--- config.mk ---
export PLATFORM = sky130hd
export DESIGN_NAME = pfpc_regs
export DESIGN_NICKNAME = d
export VERILOG_FILES = /design/src/core/pfpc_pkg.sv /design/src/core/pfpc_pin_if.sv /design/src/core/pfpc_regs.sv /design/src/core/pfpc_pin_decode.sv
export SDC_FILE = /design/constraint.sdc
export NUM_CORES = 1
export LEC_CHECK = 0
export ABC_AREA = 0
export BUFFER_PORTS_ARGS = -buffer_cell sky130_fd_sc_hd__buf_2
export CORE_UTILIZATION = 50
export CTS_BUF_LIST = sky130_fd_sc_hd__clkbuf_2 sky130_fd_sc_hd__clkbuf_4 sky130_fd_sc_hd__clkbuf_8
export CTS_CLUSTER_DIAMETER = 150
export CTS_CLUSTER_SIZE = 28
export DETAILED_ROUTE_END_ITERATION = 10
export PLACE_DENSITY = 0.88
export SETUP_SLACK_MARGIN = 0.05
export SKIP_CTS_REPAIR_TIMING = 1
export SYNTH_ARGS = -nofsm -noshare
export SYNTH_HDL_FRONTEND = slang
export SYNTH_SLANG_ARGS = --single-unit
--- constraint.sdc ---
create_clock -name clk_in -period 4.9 [get_ports clk_in]
set_clock_uncertainty 0.2 [all_clocks]
set_input_delay 0.49 -clock clk_in [delete_from_list [all_inputs] [get_ports clk_in]]
set_output_delay 0.49 -clock clk_in [all_outputs]
set_load 0.03 [all_outputs]
--- src/core/pfpc_pkg.sv ---
// Purpose: Constants for the pin function and power control register bank.
// Assumes: Register addresses are word indices on a plain register port.
// Notes:   All reset values are zero.
package pfpc_pkg;
    localparam int          PFPC_ADDR_W       = 12;
    localparam int          PFPC_DATA_W       = 24;
    localparam int          PFPC_PINS         = 12;
    localparam int          PFPC_PINS_PER_REG = 6;
    localparam logic [11:0] PFPC_PIN_LOW_ADDR  = 12'h820;
    localparam logic [11:0] PFPC_PIN_HIGH_ADDR = 12'h821;
    localparam logic [11:0] PFPC_AUX_PWR_ADDR  = 12'h822;
    localparam logic [11:0] PFPC_AUX_EN_ADDR   = 12'h824;
    localparam logic [11:0] PFPC_OSC_PD_ADDR   = 12'h826;
    localparam logic [11:0] PFPC_DAC_SETUP_ADDR = 12'h827;
    localparam logic [23:0] PFPC_PIN_RESET    = 24'h000000;
    localparam logic [15:0] PFPC_REG16_RESET  = 16'h0000;
    // Writable bit masks; reserved bits store nothing and read as zero.
    localparam logic [15:0] PFPC_AUX_PWR_MASK = 16'h03EF;
    localparam logic [15:0] PFPC_AUX_EN_MASK  = 16'h8000;
    localparam logic [15:0] PFPC_OSC_PD_MASK  = 16'h0004;
    localparam logic [15:0] PFPC_DAC_MASK     = 16'h0003;
    localparam int          PFPC_SMOOTH_LSB       = 8;
    localparam int          PFPC_MAIN_PD_BIT      = 7;
    localparam int          PFPC_REF_BUF_PD_BIT   = 6;
    localparam int          PFPC_REF_PD_BIT       = 5;
    localparam int          PFPC_DAC_ZERO_PD_BIT  = 3;
    localparam int          PFPC_AUX_ON_BIT       = 15;
    localparam int          PFPC_OSC_PD_BIT       = 2;
    localparam logic [2:0]  PFPC_CODE_GPI_DEB = 3'h0;
    localparam logic [2:0]  PFPC_CODE_GPI_RAW = 3'h1;
    localparam logic [2:0]  PFPC_CODE_GPO_PP  = 3'h2;
    localparam logic [2:0]  PFPC_CODE_GPO_OC  = 3'h3;
    localparam logic [2:0]  PFPC_CODE_SERIAL  = 3'h4;
    localparam logic [3:0]  PFPC_CODE_AUX     = 4'hF;

    typedef enum logic [2:0] {
        PFPC_FN_GPI_DEBOUNCE,
        PFPC_FN_GPI_RAW,
        PFPC_FN_GPO_PUSH_PULL,
        PFPC_FN_GPO_OPEN_COLL,
        PFPC_FN_SERIAL,
        PFPC_FN_AUX_ANALOG,
        PFPC_FN_RESERVED
    } pfpc_func_t;
endpackage

--- src/core/pfpc_pin_if.sv ---
// Purpose: Carries per-pin decoded function controls between modules.
// Assumes: One field per multipurpose pin.
// Notes:   Decoder drives, register bank reads.
`timescale 1ns/1ps
interface pfpc_pin_if #(parameter int PINS = 12);
    logic [PINS-1:0] invert;
    logic [PINS-1:0] pull_up;
    logic [PINS-1:0] debounce;
    logic [PINS-1:0] gp_input;
    logic [PINS-1:0] gp_output;
    logic [PINS-1:0] open_coll;
    logic [PINS-1:0] serial;
    logic [PINS-1:0] aux_analog;
    modport decoder (output invert, pull_up, debounce, gp_input, gp_output,
                     open_coll, serial, aux_analog);
    modport user (input invert, pull_up, debounce, gp_input, gp_output,
                  open_coll, serial, aux_analog);
endinterface

--- src/core/pfpc_regs.sv ---
// Operation
// - Two 24-bit pin registers hold twelve 4-bit pin function fields.
// - Pins 0-5 in the low register, 6-11 high; field n at bits 4n+3:4n.
// - Top field bit set inverts the pin signal, input or output, for codes 1000-1100 only.
// - Pull-up on whenever a pin is a digital or serial input.
// - Codes 0000-0100: debounced in, raw in, push-pull, open-collector, serial.
// - Codes 1000-1100 select the same five functions, inverted.
// - Code 1111 routes the pin to the auxiliary converter.
// - Two-bit smoothing field selects hysteresis, bypass or filter bypass mode.
// - Enable bit, top of aux enable register, switches the aux converter on.
// - Oscillator power-down bit stops the crystal oscillator; clear lets it run.
//
// Purpose: Register bank for pin functions and power controls.
// Assumes: Plain register port; read data valid the cycle after the read strobe.
// Notes:   Unmapped addresses read zero and ignore writes.
//
// Design decision made here: the plain strobed port.
`timescale 1ns/1ps
module pfpc_regs
    import pfpc_pkg::*;
#(
    parameter int PINS = PFPC_PINS
) (
    input  wire logic                   clk_in,
    input  wire logic                   rst_n_in,
    input  wire logic [PFPC_ADDR_W-1:0] addr_in,
    input  wire logic [PFPC_DATA_W-1:0] wdata_in,
    input  wire logic                   wr_in,
    input  wire logic                   rd_in,
    output logic      [PFPC_DATA_W-1:0] rdata_out,
    output logic      [PINS-1:0]        pin_invert_out,
    output logic      [PINS-1:0]        pin_pull_up_out,
    output logic      [PINS-1:0]        pin_debounce_out,
    output logic      [PINS-1:0]        pin_gp_input_out,
    output logic      [PINS-1:0]        pin_gp_output_out,
    output logic      [PINS-1:0]        pin_open_coll_out,
    output logic      [PINS-1:0]        pin_serial_out,
    output logic      [PINS-1:0]        pin_aux_analog_out,
    output logic      [1:0]             aux_smoothing_select_out,
    output logic                        main_converters_powerdown_out,
    output logic                        ref_buffer_powerdown_out,
    output logic                        ref_powerdown_out,
    output logic      [3:0]             dac_powerdown_out,
    output logic                        aux_converter_on_out,
    output logic                        osc_powerdown_out,
    output logic      [1:0]             dac_init_field_out
);
    logic [23:0] pin_function_low;
    logic [23:0] pin_function_high;
    logic [15:0] aux_filter_and_power_control;
    logic [15:0] aux_converter_enable;
    logic [15:0] oscillator_power_down;
    logic [15:0] dac_setup;
    logic [PFPC_DATA_W-1:0] next_rdata;

    pfpc_pin_if #(.PINS(PINS)) pin_ctl ();

    // Writes: each register stores only its defined bits.
    always_ff @(posedge clk_in) begin
        if (!rst_n_in) begin
            pin_function_low  <= PFPC_PIN_RESET;
            pin_function_high <= PFPC_PIN_RESET;
        end else if (wr_in) begin
            if (addr_in == PFPC_PIN_LOW_ADDR) begin
                pin_function_low <= wdata_in;
            end
            if (addr_in == PFPC_PIN_HIGH_ADDR) begin
                pin_function_high <= wdata_in;
            end
        end
    end

    always_ff @(posedge clk_in) begin
        if (!rst_n_in) begin
            aux_filter_and_power_control <= PFPC_REG16_RESET;
            aux_converter_enable         <= PFPC_REG16_RESET;
            oscillator_power_down        <= PFPC_REG16_RESET;
            dac_setup                    <= PFPC_REG16_RESET;
        end else if (wr_in) begin
            unique case (addr_in)
                PFPC_AUX_PWR_ADDR:
                    aux_filter_and_power_control <= wdata_in[15:0] & PFPC_AUX_PWR_MASK;
                PFPC_AUX_EN_ADDR:
                    aux_converter_enable <= wdata_in[15:0] & PFPC_AUX_EN_MASK;
                PFPC_OSC_PD_ADDR:
                    oscillator_power_down <= wdata_in[15:0] & PFPC_OSC_PD_MASK;
                // Reserved setup codes are stored as written; they are software's concern.
                PFPC_DAC_SETUP_ADDR:
                    dac_setup <= wdata_in[15:0] & PFPC_DAC_MASK;
                default: begin
                end
            endcase
        end
    end

    // Reads: narrower registers sit in the low bits, the rest read zero.
    always_comb begin
        next_rdata = '0;
        unique case (addr_in)
            PFPC_PIN_LOW_ADDR:   next_rdata = pin_function_low;
            PFPC_PIN_HIGH_ADDR:  next_rdata = pin_function_high;
            PFPC_AUX_PWR_ADDR:   next_rdata = {8'h00, aux_filter_and_power_control};
            PFPC_AUX_EN_ADDR:    next_rdata = {8'h00, aux_converter_enable};
            PFPC_OSC_PD_ADDR:    next_rdata = {8'h00, oscillator_power_down};
            PFPC_DAC_SETUP_ADDR: next_rdata = {8'h00, dac_setup};
            default:             next_rdata = '0;
        endcase
    end

    // Read data are held only in the cycle after the strobe, zero otherwise.
    always_ff @(posedge clk_in) begin
        if (!rst_n_in) begin
            rdata_out <= '0;
        end else if (rd_in) begin
            rdata_out <= next_rdata;
        end else begin
            rdata_out <= '0;
        end
    end

    pfpc_pin_decode #(.PINS(PINS)) u_decode (
        .nibbles_in ({pin_function_high, pin_function_low}),
        .pins       (pin_ctl)
    );

    // Pin controls are registered so every output comes from a flip-flop.
    always_ff @(posedge clk_in) begin
        if (!rst_n_in) begin
            pin_invert_out     <= '0;
            pin_pull_up_out    <= '0;
            pin_debounce_out   <= '0;
            pin_gp_input_out   <= '0;
            pin_gp_output_out  <= '0;
            pin_open_coll_out  <= '0;
            pin_serial_out     <= '0;
            pin_aux_analog_out <= '0;
        end else begin
            pin_invert_out     <= pin_ctl.invert;
            pin_pull_up_out    <= pin_ctl.pull_up;
            pin_debounce_out   <= pin_ctl.debounce;
            pin_gp_input_out   <= pin_ctl.gp_input;
            pin_gp_output_out  <= pin_ctl.gp_output;
            pin_open_coll_out  <= pin_ctl.open_coll;
            pin_serial_out     <= pin_ctl.serial;
            pin_aux_analog_out <= pin_ctl.aux_analog;
        end
    end

    // Power and setup controls follow their register bits one cycle later.
    always_ff @(posedge clk_in) begin
        if (!rst_n_in) begin
            aux_smoothing_select_out      <= 2'h0;
            main_converters_powerdown_out <= 1'b0;
            ref_buffer_powerdown_out      <= 1'b0;
            ref_powerdown_out             <= 1'b0;
            dac_powerdown_out             <= 4'h0;
            aux_converter_on_out          <= 1'b0;
            osc_powerdown_out             <= 1'b0;
            dac_init_field_out            <= 2'h0;
        end else begin
            aux_smoothing_select_out <=
                aux_filter_and_power_control[PFPC_SMOOTH_LSB +: 2];
            main_converters_powerdown_out <=
                aux_filter_and_power_control[PFPC_MAIN_PD_BIT];
            ref_buffer_powerdown_out <=
                aux_filter_and_power_control[PFPC_REF_BUF_PD_BIT];
            ref_powerdown_out        <= aux_filter_and_power_control[PFPC_REF_PD_BIT];
            // Bit 3 is DAC0 down to bit 0 for DAC3, so the nibble is reversed here.
            for (int i = 0; i < 4; i++) begin
                dac_powerdown_out[i] <=
                    aux_filter_and_power_control[PFPC_DAC_ZERO_PD_BIT - i];
            end
            aux_converter_on_out <= aux_converter_enable[PFPC_AUX_ON_BIT];
            osc_powerdown_out    <= oscillator_power_down[PFPC_OSC_PD_BIT];
            dac_init_field_out   <= dac_setup[1:0];
        end
    end
endmodule // pfpc_regs

--- src/core/pfpc_pin_decode.sv ---
// Purpose: Decodes each 4-bit pin function nibble into control lines.
// Assumes: Nibbles arrive packed, pin n at bits 4n+3 down to 4n.
// Notes:   Purely combinational; the caller registers the results.
`timescale 1ns/1ps
module pfpc_pin_decode
    import pfpc_pkg::*;
#(
    parameter int PINS = 12
) (
    input  wire logic [4*PINS-1:0] nibbles_in,
    pfpc_pin_if.decoder             pins
);
    genvar g;
    generate
        for (g = 0; g < PINS; g++) begin : g_pin
            logic [3:0] pin_function_nibble;
            pfpc_func_t fn;
            assign pin_function_nibble = nibbles_in[4*g +: 4];
            always_comb begin
                if (pin_function_nibble == PFPC_CODE_AUX) begin
                    fn = PFPC_FN_AUX_ANALOG;
                end else begin
                    // the top bit only inverts, low three bits pick the function.
                    unique case (pin_function_nibble[2:0])
                        PFPC_CODE_GPI_DEB: fn = PFPC_FN_GPI_DEBOUNCE;
                        PFPC_CODE_GPI_RAW: fn = PFPC_FN_GPI_RAW;
                        PFPC_CODE_GPO_PP:  fn = PFPC_FN_GPO_PUSH_PULL;
                        PFPC_CODE_GPO_OC:  fn = PFPC_FN_GPO_OPEN_COLL;
                        PFPC_CODE_SERIAL:  fn = PFPC_FN_SERIAL;
                        default:           fn = PFPC_FN_RESERVED;
                    endcase
                end
            end
            assign pins.invert[g]     = pin_function_nibble[3] && (fn != PFPC_FN_AUX_ANALOG)
                                        && (fn != PFPC_FN_RESERVED);
            assign pins.debounce[g]   = (fn == PFPC_FN_GPI_DEBOUNCE);
            assign pins.gp_input[g]   = (fn == PFPC_FN_GPI_DEBOUNCE) || (fn == PFPC_FN_GPI_RAW);
            assign pins.gp_output[g]  = (fn == PFPC_FN_GPO_PUSH_PULL) || (fn == PFPC_FN_GPO_OPEN_COLL);
            assign pins.open_coll[g]  = (fn == PFPC_FN_GPO_OPEN_COLL);
            assign pins.serial[g]     = (fn == PFPC_FN_SERIAL);
            assign pins.aux_analog[g] = (fn == PFPC_FN_AUX_ANALOG);
            // Lower six pins carry serial data in, upper six carry it out.
            assign pins.pull_up[g]    = pins.gp_input[g]
                                        || ((fn == PFPC_FN_SERIAL) && (g < PINS / 2));
        end
    endgenerate
endmodule // pfpc_pin_decode

# --- After elaboration in Yosys (flattened, before gate mapping) ---
# Cells that the tools add are included.
totals:
  wordCells: 283
  regBits: 194
classes:
  n_mux: 25
  n_eq_ne: 150
  n_reduce_logical: 85
op_table:
  columns: ["operator", "n"]
  rows:
  - ["3-bit one-hot mux with 5 select lines", 12]
  - ["3-bit by 2-bit == test with 1-bit output (second input constant)", 48]
  - ["24-bit one-hot mux with 6 select lines", 1]
  - ["3-bit == test (second input constant)", 36]
  - ["12-bit == test (second input constant)", 6]
  - ["3-bit by 1-bit == test with 1-bit output (second input constant)", 24]
  - ["3-bit zero test", 24]
  - ["3-bit inequality test (second input constant)", 24]
  - ["4-bit == test (second input constant)", 12]
  - ["3-bit 2-to-1 mux", 12]
  - ["1-bit logical OR", 30]
  - ["1-bit logical AND", 24]
  - ["2-bit AND reduction", 7]

# --- Logic depth before layout (Yosys ltp) ---
# Gate-level depths: netlist of the first run.
depth:
  word_depth: 6
  ltp_mapped: 6
  mapped_depth_nobuf: 3

# --- Modules after synthesis ---
# A second synthesis of the first run with hierarchy kept.
hier_totals:
  hier_cells: 706
  hier_area_um2: 7053.0
modules_own_cells:
  columns: ["module", "cells_each", "n_inst", "area_each_um2"]
  rows:
  - ["pfpc_regs", 578, 1, 6381.1]
  - ["pfpc_pin_decode", 128, 1, 671.9]

# --- Worst setup path before layout of the first run ---
# Ideal clock, no wire load.
synth_timing:
  path_kind: "in2reg"
  start: "input addr_in[4]"
  end: "register pin_function_high[10]"
  path_stages: 6
  t_required_ps: 4580
  slack_ps: 2522
  t_arrival_ps: 2057
  n_path_buf: 3
  path_cell_list: "or4b_1 buf_2 or4_4 buf_6 buf_6 mux2i_1"
synth_between:
  elab_chain_cells: 2
synth_rtl:
  columns: ["item", "line", "text"]
  rows:
  - ["start, declared", "pfpc_regs.sv:26", "input wire logic [PFPC_ADDR_W-1:0] addr_in,"]
  - ["12-bit == test", "pfpc_regs.sv:67", "if (addr_in == PFPC_PIN_HIGH_ADDR) begin"]
  - ["2-bit AND reduction (no line)", null, null]
  - ["end signal, assigned", "pfpc_regs.sv:68", "pin_function_high <= wdata_in;"]
  - ["end, declared", "pfpc_regs.sv:49", "logic [23:0] pin_function_high;"]
# Every way passes these cells.
# A chain may end at the register's enable or synchronous reset.

# --- Worst setup path in the final report of the first run ---
layout_timing:
  start: "input addr_in[0]"
  end: "register pin_function_high[5]"
# The elaborated chain is that of the path after synthesis.

==> results.txt, run 1 <==
Pre-Repair DR Iteration Count: 5
Placer Congestion: 0.764
max-cap violation count: 0
DRC Markers: 0
H-tree levels: 4
DRT iter0 DRCs: 322
largest net degree at the start of global routing: 68
worst-path fanout max: 35
cell area power density: 356 mW/mm^2
Mapped Avg Cell Area: 10.0 sq um
Slew @ Worst Pin: 0.863 ns
Req. time, crit path: 5.03 ns
CTS Sinks: 188
P_leak: 3.57 nW
CTS tree: yes
Fin. Hold Viols: 0
Post-Synth XOR/XNOR Area: 0.00136
Vias/cell: 4.95
number of synthesized register bits: 188
crit path capture type: flop
most frequent cells in the layout: dfxtp_1, buf_2, nand2_1
CP max stage cell: or4_4
fin crit period: 2.36 ns
WHS: 0.0963 ns
DIE AREA: 0.0133 sq mm
antenna-violating nets left: 0
initial antenna violation count: 1
dominant cells by area after synthesis: dfxtp_1, mux2i_1, nand2_1, nor2_1, nor3_1
part of the power in registers: 0.564
register area share after synthesis: 0.586
port buffer count: 172
crit path DAT: 2.48 ns
setup TNS: 0 ns
Int Pwr: 2.12 mW
cell taking the most area after synthesis: dfxtp_1
Slew HR: 0.424
Setup Crit Path Kind: input port to flop
Remaining Overflow, GRT: 0
Final #Nets: 821
Cell Area, Placed: 0.00726 sq mm
main combinational cell family by area after synthesis: simple AND/OR/NAND/NOR gates
Synth Area in Adders: 0
commonest non-fill, non-tap cell in the layout: dfxtp_1
Distinct cells, synth: 39
Clk network pwr share: 0.389
RSZ-0062 raised after global routing: false
Mapped Area: 0.00643 sq mm
Max VDD drop: 0.000178 V
Slew Viols, Final: 0
Starting Density: 0.511
period utilization: 0.481
area occupied by multi-input gates: 0.00229 sq mm
CTS Buf Count: 17
slowest cell delay on critical path: 0.68 ns
root buf cell: clkbuf_8
net count after synthesis: 682
# setup viols final: 0
ant diodes: 0
share of cells above drive strength 1: 0.280
cell count after synthesis: 642
vias in the first global route: 4,311
fillers: 1,015
die height: 115 microns
first-pass GRT wire length: 21.0 mm
GRT Overall Usage: 0.209
routed via count: 4,779
outcome: finished clean
top cell type's share of synthesized area: 0.586
post-synthesis simple-gate area fraction: 0.181
Peak Freq: 424 MHz
worst-skew pair later-pin latency: 0.46 ns
Compound-Gate Fraction of Synth Area: 0.0382
FP Rows: 41
Startpoint Class: input port
CTS clk-pin slew, worst paths: 0.09 ns
Layout Area Growth over Synthesis: 19.6%
WL per Instance: 14.2 microns
synth warn: 0
mux cell area share after synthesis: 0.134
Switching Share: 0.223
final wirelength: 13.7 mm
critical path, cell by cell: buf_2 > or4bb_1 > or4_4 > mux2i_1
Seq. cell area: 0.00376 sq mm
Final HPWL DP: 9.28 mm
Min-Delay Path Class: input port to flop
Core Footprint: 0.0126 sq mm
Combinational Power Share: 0.047
Switch Pwr: 0.610 mW
Die Wd: 115 microns
largest buffer count on any clock path: 2
fin area: 0.00769 sq mm
IO Count: 173
## metal layers
| metal | global-route usage | share of wire |
|---|---|---|
| met2 | 0.329 | 0.46 |
| met1 | 0.256 | 0.45 |
| met4 | 0.112 | 0.030 |
| met3 | 0.0659 | 0.057 |
| met5 | 0 | 0.00095 |
## flip-flops by register name (all words and copies together) (netlist names)
signal / count
pin_function_low: 24
aux_smoothing_select_out: 2
aux_converter_enable: 1
ref_powerdown_out: 1
pin_gp_input_out: 6
oscillator_power_down: 1
dac_setup: 2
pin_gp_output_out: 12
pin_invert_out: 12
dac_init_field_out: 2
dac_powerdown_out: 4
osc_powerdown_out: 1
pin_debounce_out: 12
pin_open_coll_out: 12
aux_converter_on_out: 1
rdata_out: 24
pin_pull_up_out: 12
main_converters_powerdown_out: 1
pin_function_high: 24
aux_filter_and_power_control: 9
ref_buffer_powerdown_out: 1
pin_serial_out: 12
pin_aux_analog_out: 12
## final cells by class
| cell class | instances | share of cell area |
|---|---|---|
| Tap cell | 172 | 0.0280 |
| Multi-Input combinational cell | 371 | 0.298 |
| Inverter | 27 | 0.0132 |
| Sequential cell | 188 | 0.490 |
| Clock inverter | 10 | 0.0182 |
| Timing Repair Buffer | 176 | 0.116 |
| Clock buffer | 22 | 0.0370 |
## synthesized netlist by cell type
master / count
o21a_1: 12
nor4_1: 4
or2_2: 1
nand4b_1: 2
a211oi_1: 6
nand3_1: 13
clkinv_1: 1
or4_4: 1
or4_1: 2
buf_6: 4
a2111oi_0: 3
nand2_1: 100
buf_4: 9
nand4_1: 1
mux2i_1: 76
mux2_2: 9
clkbuf_1: 31
a21o_1: 1
or4b_2: 1
a221oi_1: 3
nand3b_1: 1
a22oi_1: 6
nand2b_1: 12
and2_1: 1
or3_1: 1
o21ai_0: 1
nand4bb_1: 1
nor2_1: 61
buf_1: 7
inv_1: 26
buf_2: 5
dfxtp_1: 188
nor2b_1: 1
xor2_1: 1
nor4b_1: 1
nor4_4: 1
nor3_1: 44
or4bb_1: 2
or4b_1: 2
## power groups by stage
stage	registers, mW	clock network (mW)	logic, mW
6_report	1.54	1.06	0.128
5_1_grt	1.54	1.14	0.138
4_1_cts	1.54	1.08	0.129
3_5_place_dp	1.58	0	0.128
3_3_place_gp	1.58	0	0.127
2_1_floorplan	1.61	0	0.0595
## worst paths after layout
kind                                          startpoint                    to  slack, ns  depth (start not counted)
worst max-delay path                          addr_in[0]  pin_function_high[5]       2.54                          4
worst min-delay path                        wdata_in[12]  pin_function_low[12]        0.1                          3
worst max register to register       pin_function_low[1]          rdata_out[1]       3.24                          3
worst min register to register  aux_converter_enable[15]  aux_converter_on_out       0.27                          2
## stage by stage
step | total power [mW] | setup WS (ns) | std cells | util
after floorplan | 1.67 | 2.52 | 642 | -
after global placement | 1.71 | 2.10 | 934 | 0.578
after detailed placement | 1.71 | 2.07 | 934 | 0.578
after CTS | 2.75 | 2.58 | 966 | 0.612
after global routing | 2.83 | 2.49 | 966 | 0.612
final | 2.73 | 2.54 | 966 | 0.612
## cells by family after synthesis
kind of cell | Yosys count
XOR/XNOR | 1
AND/OR/NAND/NOR | 253
buffers and inverters | 83
multiplexers | 85
flip-flops | 188
AO/OA/AOI/OAI | 32
## worst max-delay path, delay by kind of cell
family | cells | cell delay, ns
muxes | 1 | 0.20
buffers and inverters | 1 | 0.65
and+or+nand+nor | 2 | 1.12
Note: power is estimated with default switching activity, not from simulation.
==> run 2: changes to the inputs <==
clock period = 2.32 ns   (was 4.9 ns; I/O delays follow)
==> run 2 against run 1 <==
Against the previous run: die area is the same; count of clock-buffer cells in the layout unchanged; sequential power is 110% higher; via count up 5.1%; first-iteration DRC count up 3.7%; utilization is 2.7 points higher; combinational power up 150%; critical path depth grew 1.
==> results.txt, run 2 (synthesized netlist as in run 1, its figures left out) <==
routed via count: 5,025 (was 4,779)
R2R Path End: rdata_out[1] (unchanged)
root buf cell: clkbuf_8 (unchanged)
RSZ-0062 raised after global routing: false (unchanged)
FF-to-FF Start: pin_function_low[1] (unchanged)
Fin. Hold Viols: 0 (unchanged)
DRC Markers: 0 (unchanged)
Worst Hold Endpoint: aux_converter_enable[15] (was pin_function_low[12])
critical path, cell by cell: dlygate4sd3_1 > buf_2 > or4bb_1 > or4_4 > mux2i_1 (was buf_2 > or4bb_1 > or4_4 > mux2i_1)
IO Count: 173 (unchanged)
FP Rows: 41 (unchanged)
dpl ws: 0.0441 ns (was 2.07 ns)
largest net degree at the start of global routing: 99 (was 68)
# setup viols final: 0 (unchanged)
Cell Area, Placed: 0.00737 sq mm (was 0.00726 sq mm)
final wirelength: 14.6 mm (was 13.7 mm)
fin area: 0.00802 sq mm (was 0.00769 sq mm)
port buffer count: 172 (unchanged)
fillers: 982 (was 1,015)
Peak Freq: 454 MHz
P_leak: 3.74 nW (was 3.57 nW)
placed instance count: 945 (was 934)
Die Wd: 115 microns (unchanged)
Worst R2R Path Depth: 3 (unchanged)
Max VDD drop: 0.000434 V (was 0.000178 V)
cell area power density: 710 mW/mm^2 (was 356 mW/mm^2)
slowest cell delay on critical path: 0.68 ns (about the same)
die height: 115 microns (unchanged)
Slew Viols, Final: 0 (unchanged)
Vias/cell: 5.01 (was 4.95)
Slew @ Worst Pin: 0.664 ns (was 0.863 ns)
worst-skew pair later-pin latency: 0.46 ns (about the same)
Placer Congestion: 0.798 (was 0.764)
vias in the first global route: 4,569 (was 4,311)
crit path capture type: flop (unchanged)
Hold Startpoint: addr_in[3] (was wdata_in[12])
worst-path fanout max: 24 (was 35)
Final #Nets: 859 (was 821)
initial antenna violation count: 0 (was 1)
Layout Area Growth over Synthesis: 24.8% (was 19.6%)
max-cap violation count: 0 (unchanged)
most frequent cells in the layout: dfxtp_1, buf_2, nand2_1 (unchanged)
setup ws final: 0.117 ns (was 2.54 ns)
largest buffer count on any clock path: 2 (unchanged)
Worst Hold Path Cells: 3 (unchanged)
Core Footprint: 0.0126 sq mm (unchanged)
Largest regs: pin_function_high (24), pin_function_low (24), rdata_out (24) (unchanged)
Pre-Repair DR Iteration Count: 6 (was 5)
DRT iter0 DRCs: 334 (was 322)
CTS clk-pin slew, worst paths: 0.09 ns (about the same)
H-tree levels: 4 (unchanged)
Starting Density: 0.511 (unchanged)
WHS: 0.0282 ns (was 0.0963 ns)
setup TNS: 0 ns (unchanged)
Setup Crit Path Kind: input port to flop (unchanged)
Startpoint Class: input port (unchanged)
first-pass GRT wire length: 22.3 mm (was 21.0 mm)
Remaining Overflow, GRT: 0 (unchanged)
fin util: 0.638 (was 0.612)
share of cells above drive strength 1: 0.278 (was 0.280)
Pwr Total: 5.69 mW (was 2.73 mW)
CTS Buf Count: 17 (unchanged)
ant diodes: 0 (unchanged)
period utilization: 0.950
r2r setup slk: 0.73 ns (was 3.24 ns)
Req. time, crit path: 2.45 ns (was 5.03 ns)
CP max stage cell: or4_4 (unchanged)
WL per Instance: 14.6 microns (was 14.2 microns)
DIE AREA: 0.0133 sq mm (unchanged)
crit path DAT: 2.33 ns (was 2.48 ns)
Slew HR: 0.556 (was 0.424)
outcome: finished clean (unchanged)
fin cells: 1,002 (was 966)
Final HPWL DP: 9.84 mm (was 9.28 mm)
CTS Sinks: 188 (unchanged)
antenna-violating nets left: 0 (unchanged)
commonest non-fill, non-tap cell in the layout: dfxtp_1 (unchanged)
Min-Delay Path Class: input port to flop (unchanged)
GRT Overall Usage: 0.222 (was 0.209)
CTS tree: yes (unchanged)
fin crit period: 2.20 ns
[run 2: cell types whose count changed in the layout (fill, tap and decap cells not counted), moves of 2 or more]
cell,before,now
clkinvlp_4,3,1
buf_12,0,2
buf_4,5,14
clkinv_4,2,0
dlygate4sd3_1,0,27
clkinv_2,2,5
[run 2: area by class of cell]
| class | instances | area (sq um) | area share |
|---|---|---|---|
| Sequential cell | 188 | 3760 | 0.469 |
| Timing Repair Buffer | 214 | 1270 | 0.158 |
| Tap cell | 172 | 215 | 0.0268 |
| Inverter | 27 | 101 | 0.0126 |
| Clock buffer | 22 | 290 | 0.0362 |
| Multi-Input combinational cell | 371 | 2290 | 0.285 |
| Clock inverter | 8 | 92.6 | 0.0115 |
[run 2: power breakdown]
part           internal (mW)  total, mW  switching, mW
Sequential              3.25       3.26        0.00713
Combinational          0.117      0.318          0.202
Clock                   1.05       2.12           1.07
[run 2: how the worst max path moves through the flow]
stage	start	endpoint	slack, ns	cells after the start
floorplan	addr_in[4]	pin_function_high[10]	0.20	6
global placement	addr_in[4]	pin_function_high[14]	0.07	4
detailed placement	addr_in[4]	pin_function_high[22]	0.04	4
CTS	addr_in[9]	rdata_out[3]	0.55	5
global route	addr_in[1]	pin_function_low[4]	0.07	6
finish	addr_in[1]	pin_function_high[16]	0.12	5
[run 2: worst max-delay path, delay by kind of cell]
kind / cells / cell delay [ns]
buffers and inverters: 2 / 0.70
AND/OR/NAND/NOR: 2 / 1.18
multiplexers: 1 / 0.21
[run 2: routing by layer]
layer	vias to the layer above	global-route usage	share of wire
li1	2478	-	-
met1	2342	0.271	0.44
met2	174	0.360	0.48
met3	31	0.0691	0.056
met4	0	0.0978	0.025
met5	-	0	0
==> run 3: changes to the inputs <==
CORE_UTILIZATION = 35   (was 50)
PLACE_DENSITY = 0.67   (was 0.88)
SYNTH_HIERARCHICAL = 1   (was unset)
==> run 3 against run 2 <==
Against the previous run: final area grew 10%; count of clock-buffer cells in the layout down 3; combinational power up 6.3%; clock power is 12% higher; worst hold slack better by 0.0053 ns; critical endpoint is now rdata_out[15]; utilization fell by 19 points; largest power group unchanged.
==> results.txt, run 3 <==
outcome: finished clean (unchanged)
commonest non-fill, non-tap cell in the layout: dfxtp_1 (unchanged)
FP Rows: 51 (was 41)
CTS tree: yes (unchanged)
CTS clk-pin slew, worst paths: 0.10 ns (was 0.09 ns)
CTS Buf Count: 17 (unchanged)
dominant cells by area after synthesis: dfxtp_1, mux2i_1, and2_1, nand2_1, nor3_1 (was dfxtp_1, mux2i_1, nand2_1, nor2_1, nor3_1)
fillers: 1,867 (was 982)
cell area power density: 686 mW/mm^2 (was 710 mW/mm^2)
Async SR Flop Fraction: 0 (unchanged)
Starting Density: 0.360 (was 0.511)
first-pass GRT wire length: 24.9 mm (was 22.3 mm)
Max VDD drop: 0.000336 V (was 0.000434 V)
Largest regs: pin_function_high (24), pin_function_low (24), rdata_out (24) (unchanged)
Startpoint Class: input port (unchanged)
worst-path fanout max: 9 (was 24)
WL per Instance: 14.1 microns (was 14.6 microns)
Pre-Repair DR Iteration Count: 4 (was 6)
IO Count: 173 (unchanged)
DIE AREA: 0.0207 sq mm (was 0.0133 sq mm)
crit path DAT: 2.39 ns (was 2.33 ns)
Placer Congestion: 0.771 (was 0.798)
Core Footprint: 0.0196 sq mm (was 0.0126 sq mm)
die height: 144 microns (was 115 microns)
Distinct cells, synth: 39 (unchanged)
Final #Nets: 934 (was 859)
H-tree levels: 4 (unchanged)
port buffer count: 172 (unchanged)
Slew Viols, Final: 0 (unchanged)
cell taking the most area after synthesis: dfxtp_1 (unchanged)
Final HPWL DP: 11.2 mm (was 9.84 mm)
routed via count: 5,312 (was 5,025)
Remaining Overflow, GRT: 0 (unchanged)
slowest cell delay on critical path: 0.58 ns (was 0.68 ns)
CTS Sinks: 194 (was 188)
net count after synthesis: 746 (was 682)
Vias/cell: 4.53 (was 5.01)
worst-skew pair later-pin latency: 0.45 ns (was 0.46 ns)
most common cell in the netlist: dfxtp_1 (unchanged)
Layout Area Growth over Synthesis: 25.5% (was 24.8%)
# setup viols final: 0 (unchanged)
root buf cell: clkbuf_8 (unchanged)
delay-heaviest family, CP: buffers and inverters (was simple AND/OR/NAND/NOR gates)
Min-Delay Path Class: input port to flop (unchanged)
CP Buf/Inv Count: 4 (was 2)
Setup Crit Path Kind: input port to flop (unchanged)
antenna-violating nets left: 0 (unchanged)
fin crit period: 2.19 ns (was 2.20 ns)
cell count after synthesis: 706 (was 642)
RSZ-0062 raised after global routing: false (unchanged)
final wirelength: 16.5 mm (was 14.6 mm)
ant diodes: 0 (unchanged)
number of enable flip-flop cells after synthesis: 0 (unchanged)
Main synth FF type: dfxtp_1 (unchanged)
dpl ws: 0.290 ns (was 0.0441 ns)
setup ws final: 0.130 ns (was 0.117 ns)
Slew HR: 0.505 (was 0.556)
Fin. Hold Viols: 0 (unchanged)
GRT Overall Usage: 0.158 (was 0.222)
period utilization: 0.944 (was 0.950)
CP max stage cell: dlygate4sd3_1 (was or4_4)
Peak Freq: 457 MHz (was 454 MHz)
max-cap violation count: 0 (unchanged)
Mapped Avg Cell Area: 9.99 sq um (was 10.0 sq um)
Die Wd: 144 microns (was 115 microns)
Mapped Area: 0.00705 sq mm (was 0.00643 sq mm)
synth cell count leaders: dfxtp_1, and2_1, nand2_1 (was dfxtp_1, nand2_1, mux2i_1)
Req. time, crit path: 2.52 ns (was 2.45 ns)
vias in the first global route: 4,726 (was 4,569)
share of cells above drive strength 1: 0.256 (was 0.278)
DRC Markers: 0 (unchanged)
setup TNS: 0 ns (unchanged)
initial antenna violation count: 0 (unchanged)
DRT iter0 DRCs: 236 (was 334)
number of synthesized register bits: 194 (was 188)
most frequent cells in the layout: dfxtp_1, buf_2, and2_1 (was dfxtp_1, buf_2, nand2_1)
P_leak: 4.35 nW (was 3.74 nW)
register area share after synthesis: 0.551 (was 0.586)
crit path capture type: flop (unchanged)
top cell type's share of synthesized area: 0.551 (was 0.586)
synth warn: 6 (was 0)
largest net degree at the start of global routing: 82 (was 99)
critical path, cell by cell: dlygate4sd3_1 > buf_4 > nand2_1 > dlygate4sd3_1 > nor4_1 > dlygate4sd3_1 (was dlygate4sd3_1 > buf_2 > or4bb_1 > or4_4 > mux2i_1)
most used cell, CP: dlygate4sd3_1
largest buffer count on any clock path: 2 (unchanged)
Slew @ Worst Pin: 0.740 ns (was 0.664 ns)
-- run 3: report_power, final --
part           switching (mW)  leakage, nW  internal (mW)
Sequential            0.00705         1.58           3.36
Clock                    1.22        0.220           1.15
Combinational           0.210         2.55          0.128
-- run 3: per-stage QoR --
step / hold slack (ns) / instance area (sq um) / util / power (mW) / cells
4_1_cts: -0.223 / 8550 / 0.436 / 6.11 / 1142
2_1_floorplan: 0.156 / 7050 / - / 3.64 / 706
5_1_grt: 0.0162 / 8850 / 0.452 / 6.30 / 1172
3_5_place_dp: 0.246 / 8120 / 0.414 / 3.75 / 1110
3_3_place_gp: 0.242 / 8120 / 0.414 / 3.75 / 1110
6_report: 0.0335 / 8850 / 0.452 / 6.07 / 1172
-- run 3: layout make-up --
type / instances / area, sq um / share of cell area
Inverter: 15 / 56.3 / 0.00636
Sequential cell: 194 / 3880 / 0.439
Multi-Input combinational cell: 452 / 2880 / 0.325
Clock inverter: 13 / 171 / 0.0194
Timing Repair Buffer: 214 / 1270 / 0.143
Clock buffer: 19 / 262 / 0.0295
Tap cell: 265 / 332 / 0.0375
-- run 3: final timing paths --
| kind | start | endpoint | slack [ns] | depth (start not counted) |
|---|---|---|---|---|
| worst max register to register | pin_function_low[15] | rdata_out[15] | 0.53 | 4 |
| worst max-delay path | rst_n_in | rdata_out[15] | 0.13 | 6 |
| worst min-delay path | addr_in[6] | dac_setup[0] | 0.03 | 4 |
| worst min register to register | aux_filter_and_power_control[5] | ref_powerdown_out | 0.27 | 2 |
-- run 3: cell families (layout without fill, tap and decap cells) --
group / after synthesis / count (layout) / synth area share
flip-flops: 194 / 194 / 0.551
buffers and inverters: 60 / 261 / 0.0410
AO/OA/AOI/OAI: 33 / 33 / 0.0289
XOR/XNOR: 1 / 1 / 0.00124
multiplexers: 85 / 85 / 0.122
AND/OR/NAND/NOR: 333 / 333 / 0.256
-- run 3: worst register-to-register path, stage by stage, from the launching register on --
cell	delay (ns)
dfxtp_1	0.47
mux2i_1	0.11
o22a_1	0.21
nor4_1	0.18
dlygate4sd3_1	0.58
-- run 3: metal layers --
metal,GRT usage,up-vias,part of all wire
met4,0.0683,0,0.023
met1,0.226,2449,0.51
met2,0.226,151,0.42
li1,-,2690,-
met5,0,-,0
met3,0.0350,22,0.052
